`src/resf_defines.svh`:
```
// Constants for the rail enable sequencer: offsets, fields, reset values and timing.
// Functional notes
// - Enable register bits gate each rail
// - Separate writes take effect separately
// - Written enables take effect at bus stop
// - Negative rail lags 2ms unless bit 6
// - Default enable bits let pins switch rails
// - Tied pins high: positive first, negative later
// - Tied pins low: negative off, positive later
// - Current limit ends the switch cycle only
// - Input lockout stops everything, restart after
// - Input lockout keeps register contents
// - Over-temperature stops everything, auto restart
// - Over-temperature latches fault bit 0 only
// - Pin cycle or power cycle clears flag
// - Second fault read clears temperature flag
// - Undervoltage checks off during over-temperature
// - Undervoltage needs qualification time to fault
// - Undervoltage fault bits 3,2,1, pin-cycle clear
// - Config bit 5 disables undervoltage protection
// - Config bit 4 selects delayed or immediate off
`ifndef RESF_DEFINES_SVH
`define RESF_DEFINES_SVH

`define RESF_CLK_PERIOD_NS   10
`define RESF_SEQ_DELAY_NS    2000000
`define RESF_UVP_QUAL_NS     100000
`define RESF_SEQ_DELAY_CYC   (`RESF_SEQ_DELAY_NS / `RESF_CLK_PERIOD_NS)
`define RESF_UVP_QUAL_CYC    ((`RESF_UVP_QUAL_NS + `RESF_CLK_PERIOD_NS - 1) / `RESF_CLK_PERIOD_NS)

`define RESF_DEV_ADDR        7'h29
`define RESF_OFS_ENABLE      8'h02
`define RESF_OFS_FAULT       8'h04
`define RESF_OFS_CONFIG      8'h05
`define RESF_ENABLE_RST      8'h07
`define RESF_CONFIG_RST      8'h07
`define RESF_FAULT_RST       4'h0
`define RESF_READ_NONE       8'h00

`define RESF_EN_NEG_BIT      1
`define RESF_EN_POS_BIT      2
`define RESF_EN_NODELAY_BIT  6
`define RESF_FLT_OTP_BIT     0
`define RESF_FLT_BST_BIT     1
`define RESF_FLT_NEG_BIT     2
`define RESF_FLT_POS_BIT     3
`define RESF_CFG_FASTOFF_BIT 4
`define RESF_CFG_UVPDIS_BIT  5

`define RESF_BITCNT_FULL     4'h8
`define RESF_BITCNT_LAST     4'h7

`endif

```
`src/resf_pkg.sv`:
```
// Types shared by the rail enable sequencer.
package resf_pkg;
    typedef enum logic [3:0] {
        RESF_IDLE   = 4'b0000,
        RESF_ADDR   = 4'b0001,
        RESF_ACK_A  = 4'b0010,
        RESF_REG    = 4'b0011,
        RESF_ACK_R  = 4'b0100,
        RESF_WDATA  = 4'b0101,
        RESF_ACK_W  = 4'b0110,
        RESF_RDATA  = 4'b0111,
        RESF_RACK   = 4'b1000
    } resf_bus_e;
endpackage : resf_pkg

```
`src/resf_hold_if.sv`:
```
// Handshake between a user and a hold-time qualifier.
`timescale 1ns/10ps
interface resf_hold_if;
    logic arm;
    logic done;
    modport timer (input arm, output done);
    modport user  (output arm, input done);
endinterface : resf_hold_if

```
`src/resf_hold_timer.sv`:
```
// Qualifier that reports a condition held for a fixed number of cycles.
`timescale 1ns/10ps
module resf_hold_timer #(
    parameter int unsigned CYCLES = 1
) (
    input  wire logic     sys_clk_i,
    input  wire logic     sys_rst_i,
    resf_hold_if.timer    hold
);
    localparam int unsigned W = $clog2(CYCLES + 1);
    localparam logic [W-1:0] LIMIT = W'(CYCLES);

    logic [W-1:0] cnt_r;

    // Any drop of arm restarts the count, so short excursions never finish.
    always_ff @(posedge sys_clk_i) begin
        if (sys_rst_i || !hold.arm) begin
            cnt_r <= '0;
        end else if (cnt_r != LIMIT) begin
            cnt_r <= cnt_r + 1'b1;
        end
    end

    assign hold.done = hold.arm && (cnt_r == LIMIT);

    a_done_needs_time : assert property (@(posedge sys_clk_i) disable iff (sys_rst_i)
        $rose(hold.done) |-> $past(hold.arm))
        else $error("Hold qualifier finished without a held condition.");
endmodule : resf_hold_timer

```
`src/resf_top.sv`:
```
// Rail enable sequencer with two-wire register access and fault latching.
`timescale 1ns/10ps
`include "resf_defines.svh"
module resf_top #(
    parameter int unsigned SEQ_DELAY_CYC = `RESF_SEQ_DELAY_CYC,
    parameter int unsigned UVP_QUAL_CYC  = `RESF_UVP_QUAL_CYC,
    parameter logic [6:0]  DEV_ADDR      = `RESF_DEV_ADDR
) (
    input  wire logic       sys_clk_i,
    input  wire logic       sys_rst_i,
    input  wire logic       pos_rail_enable_pin_i,
    input  wire logic       neg_rail_enable_pin_i,
    input  wire logic       scl_i,
    input  wire logic       sda_i,
    output      logic       sda_o,
    output      logic       sda_oe_o,
    input  wire logic       input_undervoltage_lockout_i,
    input  wire logic       over_temp_i,
    input  wire logic [2:0] output_undervoltage_raw_i,
    input  wire logic       switch_current_limit_i,
    input  wire logic       boost_pwm_i,
    output      logic       boost_stage_en_o,
    output      logic       positive_rail_en_o,
    output      logic       negative_rail_en_o,
    output      logic       boost_switch_o
);
    // Every pin is asynchronous to sys_clk_i; only the second stage is used.
    localparam int unsigned NSYNC = 11;
    logic [NSYNC-1:0] sync1_r;
    logic [NSYNC-1:0] sync2_r;
    logic             scl_prev_r;
    logic             sda_prev_r;

    always_ff @(posedge sys_clk_i) begin
        if (sys_rst_i) begin
            sync1_r    <= '0;
            sync2_r    <= '0;
            scl_prev_r <= 1'b1;
            sda_prev_r <= 1'b1;
        end else begin
            sync1_r    <= {boost_pwm_i, switch_current_limit_i, output_undervoltage_raw_i, over_temp_i,
                           input_undervoltage_lockout_i, sda_i, scl_i, neg_rail_enable_pin_i,
                           pos_rail_enable_pin_i};
            sync2_r    <= sync1_r;
            scl_prev_r <= sync2_r[2];
            sda_prev_r <= sync2_r[3];
        end
    end

    logic       pos_pin_s;
    logic       neg_pin_s;
    logic       scl_s;
    logic       sda_s;
    logic       input_undervoltage_lockout_s;
    logic       otp_s;
    logic [2:0] uvp_s;
    logic       ilim_s;
    logic       pwm_s;
    assign pos_pin_s = sync2_r[0];
    assign neg_pin_s = sync2_r[1];
    assign scl_s     = sync2_r[2];
    assign sda_s     = sync2_r[3];
    assign input_undervoltage_lockout_s    = sync2_r[4];
    assign otp_s     = sync2_r[5];
    assign uvp_s     = sync2_r[8:6];
    assign ilim_s    = sync2_r[9];
    assign pwm_s     = sync2_r[10];

    logic scl_rise;
    logic scl_fall;
    logic start_det;
    logic stop_det;
    assign scl_rise  = scl_s && !scl_prev_r;
    assign scl_fall  = !scl_s && scl_prev_r;
    assign start_det = scl_s && scl_prev_r && sda_prev_r && !sda_s;
    assign stop_det  = scl_s && scl_prev_r && !sda_prev_r && sda_s;

    // Registers; the lockout input never reaches them, only sys_rst_i does.
    logic [7:0] en_r;
    logic [7:0] cfg_r;
    logic [3:0] fault_r;
    logic [7:0] pend_en_r;
    logic [7:0] pend_cfg_r;
    logic       pend_en_v_r;
    logic       pend_cfg_v_r;

    resf_pkg::resf_bus_e state_r;
    logic [7:0] shift_r;
    logic [7:0] tx_r;
    logic [7:0] ptr_r;
    logic [3:0] bitcnt_r;
    logic       rw_r;
    logic       ack_r;
    logic       sda_oe_r;
    logic       rd_load;
    logic [7:0] rd_data;

    always_comb begin
        case (ptr_r)
            `RESF_OFS_ENABLE: rd_data = en_r;
            `RESF_OFS_FAULT:  rd_data = {4'h0, fault_r};
            `RESF_OFS_CONFIG: rd_data = cfg_r;
            default:          rd_data = `RESF_READ_NONE;
        endcase
    end

    // A read byte is fetched on the falling clock that ends an acknowledge.
    assign rd_load = scl_fall && ((state_r == resf_pkg::RESF_ACK_A && rw_r) ||
                                  (state_r == resf_pkg::RESF_RACK && ack_r));

    always_ff @(posedge sys_clk_i) begin
        if (sys_rst_i) begin
            state_r  <= resf_pkg::RESF_IDLE;
            shift_r  <= '0;
            tx_r     <= '0;
            ptr_r    <= '0;
            bitcnt_r <= '0;
            rw_r     <= 1'b0;
            ack_r    <= 1'b0;
            sda_oe_r <= 1'b0;
        end else if (start_det) begin
            state_r  <= resf_pkg::RESF_ADDR;
            bitcnt_r <= '0;
            sda_oe_r <= 1'b0;
        end else if (stop_det) begin
            state_r  <= resf_pkg::RESF_IDLE;
            sda_oe_r <= 1'b0;
        end else if (scl_rise) begin
            if (state_r == resf_pkg::RESF_RACK) begin
                ack_r <= !sda_s;
            end else if (state_r == resf_pkg::RESF_ADDR || state_r == resf_pkg::RESF_REG ||
                         state_r == resf_pkg::RESF_WDATA) begin
                shift_r  <= {shift_r[6:0], sda_s};
                bitcnt_r <= bitcnt_r + 1'b1;
            end
        end else if (scl_fall) begin
            case (state_r)
                resf_pkg::RESF_ADDR: begin
                    if (bitcnt_r == `RESF_BITCNT_FULL) begin
                        if (shift_r[7:1] == DEV_ADDR) begin
                            rw_r     <= shift_r[0];
                            sda_oe_r <= 1'b1;
                            state_r  <= resf_pkg::RESF_ACK_A;
                        end else begin
                            state_r <= resf_pkg::RESF_IDLE;
                        end
                    end
                end
                resf_pkg::RESF_ACK_A: begin
                    bitcnt_r <= '0;
                    if (rw_r) begin
                        tx_r     <= {rd_data[6:0], 1'b0};
                        sda_oe_r <= !rd_data[7];
                        state_r  <= resf_pkg::RESF_RDATA;
                    end else begin
                        sda_oe_r <= 1'b0;
                        state_r  <= resf_pkg::RESF_REG;
                    end
                end
                resf_pkg::RESF_REG: begin
                    if (bitcnt_r == `RESF_BITCNT_FULL) begin
                        ptr_r    <= shift_r;
                        sda_oe_r <= 1'b1;
                        state_r  <= resf_pkg::RESF_ACK_R;
                    end
                end
                resf_pkg::RESF_WDATA: begin
                    if (bitcnt_r == `RESF_BITCNT_FULL) begin
                        sda_oe_r <= 1'b1;
                        state_r  <= resf_pkg::RESF_ACK_W;
                    end
                end
                resf_pkg::RESF_ACK_R, resf_pkg::RESF_ACK_W: begin
                    if (state_r == resf_pkg::RESF_ACK_W) begin
                        ptr_r <= ptr_r + 1'b1;
                    end
                    bitcnt_r <= '0;
                    sda_oe_r <= 1'b0;
                    state_r  <= resf_pkg::RESF_WDATA;
                end
                resf_pkg::RESF_RDATA: begin
                    if (bitcnt_r == `RESF_BITCNT_LAST) begin
                        sda_oe_r <= 1'b0;
                        ptr_r    <= ptr_r + 1'b1;
                        state_r  <= resf_pkg::RESF_RACK;
                    end else begin
                        bitcnt_r <= bitcnt_r + 1'b1;
                        sda_oe_r <= !tx_r[7];
                        tx_r     <= {tx_r[6:0], 1'b0};
                    end
                end
                resf_pkg::RESF_RACK: begin
                    bitcnt_r <= '0;
                    if (ack_r) begin
                        tx_r     <= {rd_data[6:0], 1'b0};
                        sda_oe_r <= !rd_data[7];
                        state_r  <= resf_pkg::RESF_RDATA;
                    end else begin
                        state_r <= resf_pkg::RESF_IDLE;
                    end
                end
                default: state_r <= resf_pkg::RESF_IDLE;
            endcase
        end
    end

    assign sda_o    = 1'b0;
    assign sda_oe_o = sda_oe_r;

    // Written bytes wait in a staging copy; a stop commits them, so one transaction moves rails together.
    logic wr_byte;
    assign wr_byte = scl_fall && !start_det && !stop_det && state_r == resf_pkg::RESF_WDATA &&
                     bitcnt_r == `RESF_BITCNT_FULL;

    always_ff @(posedge sys_clk_i) begin
        if (sys_rst_i) begin
            en_r         <= `RESF_ENABLE_RST;
            cfg_r        <= `RESF_CONFIG_RST;
            pend_en_r    <= `RESF_ENABLE_RST;
            pend_cfg_r   <= `RESF_CONFIG_RST;
            pend_en_v_r  <= 1'b0;
            pend_cfg_v_r <= 1'b0;
        end else if (stop_det) begin
            if (pend_en_v_r) begin
                en_r <= pend_en_r;
            end
            if (pend_cfg_v_r) begin
                cfg_r <= pend_cfg_r;
            end
            pend_en_v_r  <= 1'b0;
            pend_cfg_v_r <= 1'b0;
        end else if (wr_byte) begin
            if (ptr_r == `RESF_OFS_ENABLE) begin
                pend_en_r   <= shift_r;
                pend_en_v_r <= 1'b1;
            end
            if (ptr_r == `RESF_OFS_CONFIG) begin
                pend_cfg_r   <= shift_r;
                pend_cfg_v_r <= 1'b1;
            end
        end
    end

    // Rail control.
    logic kill;
    logic pos_req;
    logic neg_req;
    logic pos_on_r;
    logic neg_on_r;
    logic boost_on;
    assign kill    = input_undervoltage_lockout_s || otp_s;
    assign pos_req = pos_pin_s && en_r[`RESF_EN_POS_BIT] && !kill &&
                     !fault_r[`RESF_FLT_POS_BIT] && !fault_r[`RESF_FLT_BST_BIT];
    assign neg_req = neg_pin_s && en_r[`RESF_EN_NEG_BIT] && !kill &&
                     !fault_r[`RESF_FLT_NEG_BIT] && !fault_r[`RESF_FLT_BST_BIT];

    resf_hold_if neg_dly_if ();
    resf_hold_if pos_off_if ();
    assign neg_dly_if.arm = neg_req && !neg_on_r;
    assign pos_off_if.arm = pos_on_r && !pos_req && !cfg_r[`RESF_CFG_FASTOFF_BIT];

    resf_hold_timer #(.CYCLES(SEQ_DELAY_CYC)) u_neg_dly (
        .sys_clk_i (sys_clk_i),
        .sys_rst_i (sys_rst_i),
        .hold      (neg_dly_if.timer)
    );
    resf_hold_timer #(.CYCLES(SEQ_DELAY_CYC)) u_pos_off (
        .sys_clk_i (sys_clk_i),
        .sys_rst_i (sys_rst_i),
        .hold      (pos_off_if.timer)
    );

    always_ff @(posedge sys_clk_i) begin
        if (sys_rst_i || kill || fault_r[`RESF_FLT_POS_BIT] || fault_r[`RESF_FLT_BST_BIT]) begin
            pos_on_r <= 1'b0;
        end else if (pos_req) begin
            pos_on_r <= 1'b1;
        end else if (cfg_r[`RESF_CFG_FASTOFF_BIT] || pos_off_if.done) begin
            pos_on_r <= 1'b0;
        end
    end

    always_ff @(posedge sys_clk_i) begin
        if (sys_rst_i || !neg_req) begin
            neg_on_r <= 1'b0;
        end else if (en_r[`RESF_EN_NODELAY_BIT] || neg_dly_if.done) begin
            neg_on_r <= 1'b1;
        end
    end

    // The boost stays up while either rail runs or the negative rail waits to start.
    assign boost_on = pos_on_r || neg_on_r || neg_req;

    // Current limit only trims the present switch cycle; no rail reacts to it.
    logic pwm_prev_r;
    logic ilim_hold_r;
    logic boost_sw_r;
    always_ff @(posedge sys_clk_i) begin
        if (sys_rst_i) begin
            pwm_prev_r  <= 1'b0;
            ilim_hold_r <= 1'b0;
            boost_sw_r  <= 1'b0;
        end else begin
            pwm_prev_r  <= pwm_s;
            if (ilim_s) begin
                ilim_hold_r <= 1'b1;
            end else if (pwm_s && !pwm_prev_r) begin
                ilim_hold_r <= 1'b0;
            end
            boost_sw_r  <= boost_on && pwm_s && !ilim_s && !ilim_hold_r;
        end
    end

    // Output undervoltage qualification for positive, negative and boost.
    logic [2:0] rail_on;
    logic [2:0] uvp_done;
    assign rail_on = {pos_on_r, neg_on_r, boost_on};
    resf_hold_if uvp_if [3] ();
    for (genvar g = 0; g < 3; g++) begin : g_uvp
        assign uvp_if[g].arm = uvp_s[g] && rail_on[g] && !otp_s &&
                               !cfg_r[`RESF_CFG_UVPDIS_BIT];
        assign uvp_done[g]   = uvp_if[g].done;
        resf_hold_timer #(.CYCLES(UVP_QUAL_CYC)) u_uvp (
            .sys_clk_i (sys_clk_i),
            .sys_rst_i (sys_rst_i),
            .hold      (uvp_if[g].timer)
        );
    end

    // Fault flags: clears come first so a coincident event still sets.
    logic both_low_r;
    logic pin_cycle;
    logic otp_prev_r;
    logic otp_read1_r;
    logic flt_read;
    assign pin_cycle = both_low_r && pos_pin_s && neg_pin_s;
    assign flt_read  = rd_load && ptr_r == `RESF_OFS_FAULT;

    always_ff @(posedge sys_clk_i) begin
        if (sys_rst_i) begin
            fault_r     <= `RESF_FAULT_RST;
            both_low_r  <= 1'b0;
            otp_prev_r  <= 1'b0;
            otp_read1_r <= 1'b0;
        end else begin
            otp_prev_r <= otp_s;
            if (!pos_pin_s && !neg_pin_s) begin
                both_low_r <= 1'b1;
            end else if (pos_pin_s && neg_pin_s) begin
                both_low_r <= 1'b0;
            end
            if (pin_cycle) begin
                fault_r     <= `RESF_FAULT_RST;
                otp_read1_r <= 1'b0;
            end else if (flt_read && fault_r[`RESF_FLT_OTP_BIT]) begin
                otp_read1_r <= !otp_read1_r;
                if (otp_read1_r) begin
                    fault_r[`RESF_FLT_OTP_BIT] <= 1'b0;
                end
            end
            if (otp_s && !otp_prev_r) begin
                fault_r[`RESF_FLT_OTP_BIT] <= 1'b1;
                otp_read1_r                <= 1'b0;
            end
            if (uvp_done[2]) fault_r[`RESF_FLT_POS_BIT] <= 1'b1;
            if (uvp_done[1]) fault_r[`RESF_FLT_NEG_BIT] <= 1'b1;
            if (uvp_done[0]) fault_r[`RESF_FLT_BST_BIT] <= 1'b1;
        end
    end

    assign boost_stage_en_o   = boost_on;
    assign positive_rail_en_o = pos_on_r;
    assign negative_rail_en_o = neg_on_r;
    assign boost_switch_o     = boost_sw_r;

    a_kill_rails_off : assert property (@(posedge sys_clk_i) disable iff (sys_rst_i)
        input_undervoltage_lockout_s ##1 input_undervoltage_lockout_s |-> !pos_on_r && !neg_on_r && !boost_on)
        else $error("Rails still on after input lockout.");
    a_otp_rails_off : assert property (@(posedge sys_clk_i) disable iff (sys_rst_i)
        otp_s |=> !pos_on_r && !neg_on_r)
        else $error("Rails still on during over-temperature.");
    a_otp_flag_set : assert property (@(posedge sys_clk_i) disable iff (sys_rst_i)
        $rose(otp_s) |=> fault_r[`RESF_FLT_OTP_BIT] && fault_r[3:1] == $past(fault_r[3:1]))
        else $error("Over-temperature flag not latched alone.");
    a_uvp_otp_quiet : assert property (@(posedge sys_clk_i) disable iff (sys_rst_i)
        otp_s ##1 otp_s |-> (fault_r[3:1] & ~$past(fault_r[3:1])) == 3'b000)
        else $error("Undervoltage fault raised during over-temperature.");
    a_uvp_disabled : assert property (@(posedge sys_clk_i) disable iff (sys_rst_i)
        cfg_r[`RESF_CFG_UVPDIS_BIT] ##1 cfg_r[`RESF_CFG_UVPDIS_BIT] |-> (fault_r[3:1] & ~$past(fault_r[3:1])) == 3'b000)
        else $error("Undervoltage fault raised while protection disabled.");
    a_enable_at_stop : assert property (@(posedge sys_clk_i) disable iff (sys_rst_i)
        $changed(en_r) |-> $past(stop_det))
        else $error("Enable register changed outside a stop.");
    a_pos_off_delay : assert property (@(posedge sys_clk_i) disable iff (sys_rst_i)
        pos_on_r && !pos_req && !kill && !cfg_r[`RESF_CFG_FASTOFF_BIT] && $past(pos_req)
        && fault_r == $past(fault_r) |=> pos_on_r [*2])
        else $error("Positive rail turned off without the delay.");
    a_neg_off_fast : assert property (@(posedge sys_clk_i) disable iff (sys_rst_i)
        !neg_req |=> !neg_on_r)
        else $error("Negative rail stayed on without a request.");
    a_neg_start_lag : assert property (@(posedge sys_clk_i) disable iff (sys_rst_i)
        $rose(neg_on_r) && !$past(en_r[`RESF_EN_NODELAY_BIT]) |-> $past(neg_dly_if.done))
        else $error("Negative rail started before its delay.");
    a_ilim_cuts_sw : assert property (@(posedge sys_clk_i) disable iff (sys_rst_i)
        ilim_s |=> !boost_sw_r)
        else $error("Switch kept on at the current limit.");

    c_tied_start : cover property (@(posedge sys_clk_i) disable iff (sys_rst_i)
        $rose(pos_on_r) ##[1:1000] $rose(neg_on_r));
    c_otp_clear_read : cover property (@(posedge sys_clk_i) disable iff (sys_rst_i)
        $fell(fault_r[`RESF_FLT_OTP_BIT]) && !pin_cycle);
    c_uvp_fault : cover property (@(posedge sys_clk_i) disable iff (sys_rst_i)
        $rose(fault_r[`RESF_FLT_POS_BIT]));
    c_bus_write : cover property (@(posedge sys_clk_i) disable iff (sys_rst_i)
        stop_det && pend_en_v_r);
endmodule : resf_top

```
`config.mk`:
```
export PLATFORM = sky130hd
export DESIGN_NAME = resf_top
export DESIGN_NICKNAME = d
export VERILOG_FILES = /design/src/resf_pkg.sv /design/src/resf_hold_if.sv /design/src/resf_hold_timer.sv /design/src/resf_top.sv
export VERILOG_INCLUDE_DIRS = /design/src
export SDC_FILE = /design/constraint.sdc
export NUM_CORES = 1
export LEC_CHECK = 0
export CORE_ASPECT_RATIO = 1.25
export CORE_MARGIN = 1.5
export CORE_UTILIZATION = 62
export DETAILED_ROUTE_END_ITERATION = 7
export DONT_BUFFER_PORTS = 1
export PLACE_DENSITY = 0.76
export SYNTH_ARGS = -nofsm -noshare
export SYNTH_HDL_FRONTEND = slang
export SYNTH_SLANG_ARGS = --single-unit
export TNS_END_PERCENT = 20
```
`constraint.sdc`:
```
create_clock -name sys_clk_i -period 3.1 [get_ports sys_clk_i]
set_input_delay 0.62 -clock sys_clk_i [delete_from_list [all_inputs] [get_ports sys_clk_i]]
set_output_delay 0.62 -clock sys_clk_i [all_outputs]
set_load 0.005 [all_outputs]
```
# Word level (Yosys, flattened, before mapping)
# Cells that the tools add are included.
[totals]
ram_bits = 0
latchBits = 0
rom_bits = 0
reg_bits = 183
elab_cells = 271
input_bits = 13
out_inout_bits = 6
n_memories = 0
[op_classes]
mux = 48
addsub = 7
eq_ne = 42
multipliers = 0
reduce_logical = 134
n_shift = 0
div_mod_pow = 0
order_cmp = 0
n_bitwise = 4
[op_table]
columns = ["operator", "n"]
rows = [
  ["8-bit one-hot mux with 3 select lines", 3],
  ["1-bit logical AND", 50],
  ["8-bit 2-to-1 mux", 6],
  ["14-bit by 1-bit adder with 14-bit output, second input constant", 3],
  ["14-bit == test, second input constant", 3],
  ["14-bit inequality test, second input constant", 3],
  ["18-bit by 1-bit adder with 18-bit output, second input constant", 2],
  ["18-bit == test, second input constant", 2],
  ["4-bit 2-to-1 mux", 9],
  ["18-bit inequality test, second input constant", 2],
  ["1-bit zero test", 30],
  ["4-bit one-hot mux with 7 select lines", 1],
  ["1-bit 2-to-1 mux", 23],
  ["4-bit by 3-bit == test with 1-bit output, second input constant", 5],
  ["6-bit AND reduction", 3],
  ["3-bit nonzero test", 6],
  ["1-bit logical OR", 17],
  ["8-bit by 3-bit == test with 1-bit output, second input constant", 2],
  ["8-bit AND reduction", 2],
  ["7-bit AND reduction", 2],
  ["2-bit nonzero test", 7],
  ["2-bit by 1-bit inequality test with 1-bit output, second input constant", 6],
  ["2-bit inequality test, second input constant", 6],
  ["4-bit by 3-bit inequality test with 1-bit output, second input constant", 3],
  ["23 further kinds", 39],
]

# Depth between registers and ports, before layout
[depth]
ltp_word = 12
depth_mapped = 9

# Modules after synthesis
# A second synthesis with hierarchy kept.
[unflattened]
hier_cells = 1003
area_unflattened_um2 = 8705.8
[by_module_without_submodules]
columns = ["mod", "area_per_inst_um2", "cells_per_inst", "instances", "seq_area_each_um2"]
rows = [
  ["resf_top", 4702.0, 541, 1, 2082.0],
  ["resf_hold_timer at g_uvp[0].u_uvp ...", 725.7, 84, 3, 280.3],
  ["resf_hold_timer at u_neg_dly ...", 913.4, 105, 2, 360.3],
]

# Least setup slack after synthesis
# No wires, ideal clock.
[synth_path]
kind = "flip-flop to flip-flop"
startpoint = "reg scl_prev_r"
endpoint = "reg ptr_r[0]"
path_stages_with_launch = 9
n_path_buf = 1
arrival_ps = 2010
setup_slack_ps = 1015
cell_sequence = "dfxtp_1 -> inv_1 -> ha_1 -> and2b_1 -> nand2_1 -> or4b_1 -> buf_2 -> or3b_1 -> a31oi_1"
[synth_via]
elab_chain_cells = 5
elab_cells_between_ends = 12
[synth_lines]
columns = ["item", "line", "rtl"]
rows = [
  ["start, declared", "resf_top.sv:31", "logic scl_prev_r;"],
  ["start signal, assigned", "resf_top.sv:45", "scl_prev_r <= sync2_r[2];"],
  ["1-bit logical AND", "resf_top.sv:75, resf_top.sv:76", ""],
  ["1-bit logical AND (on tied branches) (2 in a row)", "resf_top.sv:76, resf_top.sv:75", ""],
  ["1-bit inverter (no source line)", "n/a", ""],
  ["8-bit AND reduction (no source line) *", "n/a", ""],
  ["end signal, assigned", "resf_top.sv:162", "ptr_r <= shift_r;"],
  ["end signal, assigned", "resf_top.sv:175", "ptr_r <= ptr_r + 1'b1;"],
  ["end signal, assigned", "resf_top.sv:184", "ptr_r <= ptr_r + 1'b1;"],
  ["end, declared", "resf_top.sv:90", "logic [7:0] ptr_r;"],
]
# Mark *: on every way between the ends. The rest lies on a longest branch, timed or not.
# A chain may end at the register's enable or synchronous reset.

# Worst setup path in the final report
# Same ends and word-level chain as after synthesis.

==> impl_results.md <==
* Starting Density at 0.6367
* Met3 WL at 538 microns
* Hold Crit Depth at 1
* Post-synthesis sequential area ratio at 0.4520
* Synth cell count leaders: dfxtp_1 (182), nor2_1 (126), nand2_1 (96)
* Drt drc at 0
* Main combinational cell family by area after synthesis: simple AND/OR/NAND/NOR gates
* CTS Buf Count at 17
* Max_cap viols at 0
* Syn Area/Cell at around 8.6 sq um
* Crit-path slowest cell: or4b_1
* Status: completed
* Avg Vias per Cell at 5.758
* Simple-Gate Fraction of Synth Area at 0.2854
* Die area at 0.01370 sq mm
* R2R setup slack at 0.61 ns
* Worst reg-to-reg path cell count at 7
* XOR/XNOR Fraction of Synth Area at 0.06410
* Critical path fanouts, max at 17
* Layout cells sized above 1 at 0.04803
* RSZ-0062 raised after global routing: no
* Min-Delay Endpoint: rw_r$_SDFFE_PP0P_
* Worst slew pin tran at a little under 0.9 ns
* CTS Buffer Depth at 2
* Total number of vias at 6374
* Critical Path RT at 3.45 ns
* Startpoint Class: flop
* Slew Viols, Final at 0
* Clock transition at path regs at 0.06 ns
* Area leader, netlist: dfxtp_1
* Crit path largest cell delay at ~0.79 ns
* Setup crit end kind: flop
* Synth Area in Compound Gates at 0.1009
* Post-cts sizing count at 0
* Lkg Pwr at between 0.002 and 0.003 uW
* Detail Placement HPWL at 11390 microns
* Reg2Reg Launch Point: scl_prev_r$_SDFF_PP1_
* Final GP Congestion at 0.8304
* Clock root cell: clkbuf_16
* Global-route wire length before repair at about 28000 microns
* Drt total wl at 16420 microns
* Yosys reg bits at 182
* Yosys top cell area share at 0.4520
* Die Height at 130.5 microns
* I/O pins at 19
* Final period utilization at 0.8033
* Setup TNS at 0 ns
* Mapped Cells at approximately 940
* DR WL/cell at 14.83 microns
* Metal2 WL at 8433 microns
* Clk_lat worst skew at 0.42 ns
* Yosys warnings at 0
* Top sig layer: met4
* Critical Path AT at approximately 2.8 ns
* Top Family by Delay on Critical Path: simple AND/OR/NAND/NOR gates
* Top FF cell, synth: dfxtp_1
* Fin Clk Skew at 0.008104 ns
* FFs w/ async S/R, synth at 0
* Nets@finish at 957
* H-tree levels at 4
* Area of the mapped netlist at 0.008061 sq mm
* Area growth, synth to finish at 8.599%
* Post-route cell area at 0.008755 sq mm
* Final hold violation count at 0
* 1st-pass router iterations at 5
* CTS Hold Bufs at 0
* Largest vdd supply drop at slightly below 0.0005 V
* PD cells at between 500 and 600 mW/mm^2
* Gr ovfl total at 0
* Post-CTS setup buffer count at 0
* EDFF count, synth at 0
* HP Start: sys_rst_i
* Adder-cell share of the synthesized area at 0.03104
* Setup-failing EPs final at 0
* Unique cell type count in the Yosys netlist at 65
* TritonCTS clock tree: yes
* Min-delay worst type: primary input to flop
* Die width at around 100 microns
* Vias in the first global route at 6050
* Fmax at around 400 MHz
* Tot GR Track Use at 0.2495
* Critical Path, Cell by Cell: inv_1, ha_1, and2b_1, nand2_1, or4b_1, or3_1, a31oi_1
* Rows at between 40 and 50
* Syn_nets at roughly 970
* Slew headroom at 0.3978
* Largest net degree at the start of global routing at ~100
* Total power at 4769 uW
* Tmin final at 2.490 ns
* R2r endpoint: ptr_r[0]$_SDFFE_PP0P_
* Port bufs at 0
* Post-placement cell area at 0.008147 sq mm
* Sink Count at between 150 and 200
* Antenna-violating nets left at 0
* Initial DRC Count at between 200 and 300
* Initial antenna violation count at 0
* Multiplexer share of the synthesized area at 0.03384
* WL met1 at between 7000 and 8000 microns
* Crit path kind: flop to flop
* Most common cell in the netlist: dfxtp_1
* Synth area leaders: dfxtp_1 (45%), nor2_1 (5.9%), nand2_1 (4.5%)
* Buf/Inv on CP at 1
* Core ar. at 0.01266 sq mm
## cell families after synthesis
group	Yosys count
xor+xnor	59
other cells	1
mux	27
simple gates	453
buf+inv	67
compound gates	129
fa+ha+maj	20
flops	182
## layout make-up
cell class / count / area (sq um)
fillers: 1054 / 3908
flip-flops and latches: 182 / 3643
repair buffers: 2 / 15.01
clock buffers: 20 / 436.7
multi-input cells: 689 / 4158
diodes: 2 / 5.005
well taps: 168 / 210.2
clock inverters: 12 / 166.4
inverters: 32 / 120.1
## cell usage in the layout, fill, tap and decap left out, drive strengths merged, types with 6 or more instances in the layout
master	n
mux2i	25
nor3	36
ha	20
nor4	12
xor2	38
nand2b	17
and4	7
nor2	126
nor3b	6
nand3	39
dfxtp	182
or3	14
nand3b	9
and3	8
xnor2	21
nor2b	29
nand4	20
inv	37
clkbuf	20
o21ai	26
nand2	96
a21oi	50
## worst max path at each step
| stage | cells after the start | slack [ns] | to | start |
|---|---|---|---|---|
| finish | 7 | 0.61 | ptr_r[0]$_SDFFE_PP0P_ | scl_prev_r$_SDFF_PP1_ |
| global route | 7 | 0.49 | ptr_r[0]$_SDFFE_PP0P_ | scl_prev_r$_SDFF_PP1_ |
| CTS | 7 | 0.61 | ptr_r[0]$_SDFFE_PP0P_ | scl_prev_r$_SDFF_PP1_ |
| detailed placement | 7 | 0.61 | ptr_r[0]$_SDFFE_PP0P_ | scl_prev_r$_SDFF_PP1_ |
| global placement | 7 | 0.69 | ptr_r[0]$_SDFFE_PP0P_ | scl_prev_r$_SDFF_PP1_ |
| floorplan | 8 | 1.02 | ptr_r[0]$_SDFFE_PP0P_ | scl_prev_r$_SDFF_PP1_ |
## power by group
part	leakage, uW	internal [uW]	switching, uW
sequential	0.00147	2370	37.9
clock	0.000287	1280	905
combinational	0.00118	69.4	101
total	0.00294	3730	1040
## state kept, by name, indices dropped and copies added (netlist names), 8 cells and up
name and count:
u_neg_dly.cnt_r 18, en_r 8, pend_cfg_r 8, sync2_r 11
g_uvp.u_uvp.cnt_r 42, u_pos_off.cnt_r 18, shift_r 8, pend_en_r 8
ptr_r 8, sync1_r 11, cfg_r 8
## layer usage
layer | up-vias | track usage
met5 | - | 0
met4 | 0 | 0.1104
met3 | 34 | 0.05258
met2 | 112 | 0.4456
met1 | 2996 | 0.2900
li1 | 3232 | -
## through the flow
step / instances / util / worst slack [ns] / hold slack [ns]
after floorplan: 938 / - / 1.016 / 0.4138
after global placement: 1073 / 0.6434 / 0.6918 / 0.4224
after detailed placement: 1073 / 0.6434 / 0.6136 / 0.4220
after CTS: 1105 / 0.6910 / 0.6144 / 0.2573
after global routing: 1105 / 0.6910 / 0.4910 / 0.2484
final: 1107 / 0.6914 / 0.6097 / 0.2734
## worst reg2reg max path, cell delays in order (launching register included)
cell	delay, ns
dfxtp_1	0.36
inv_1	0.06
ha_1	0.24
and2b_1	0.31
nand2_1	0.06
or4b_1	0.79
or3_1	0.46
a31oi_1	0.15
Power figures use the tool's default switching activity.
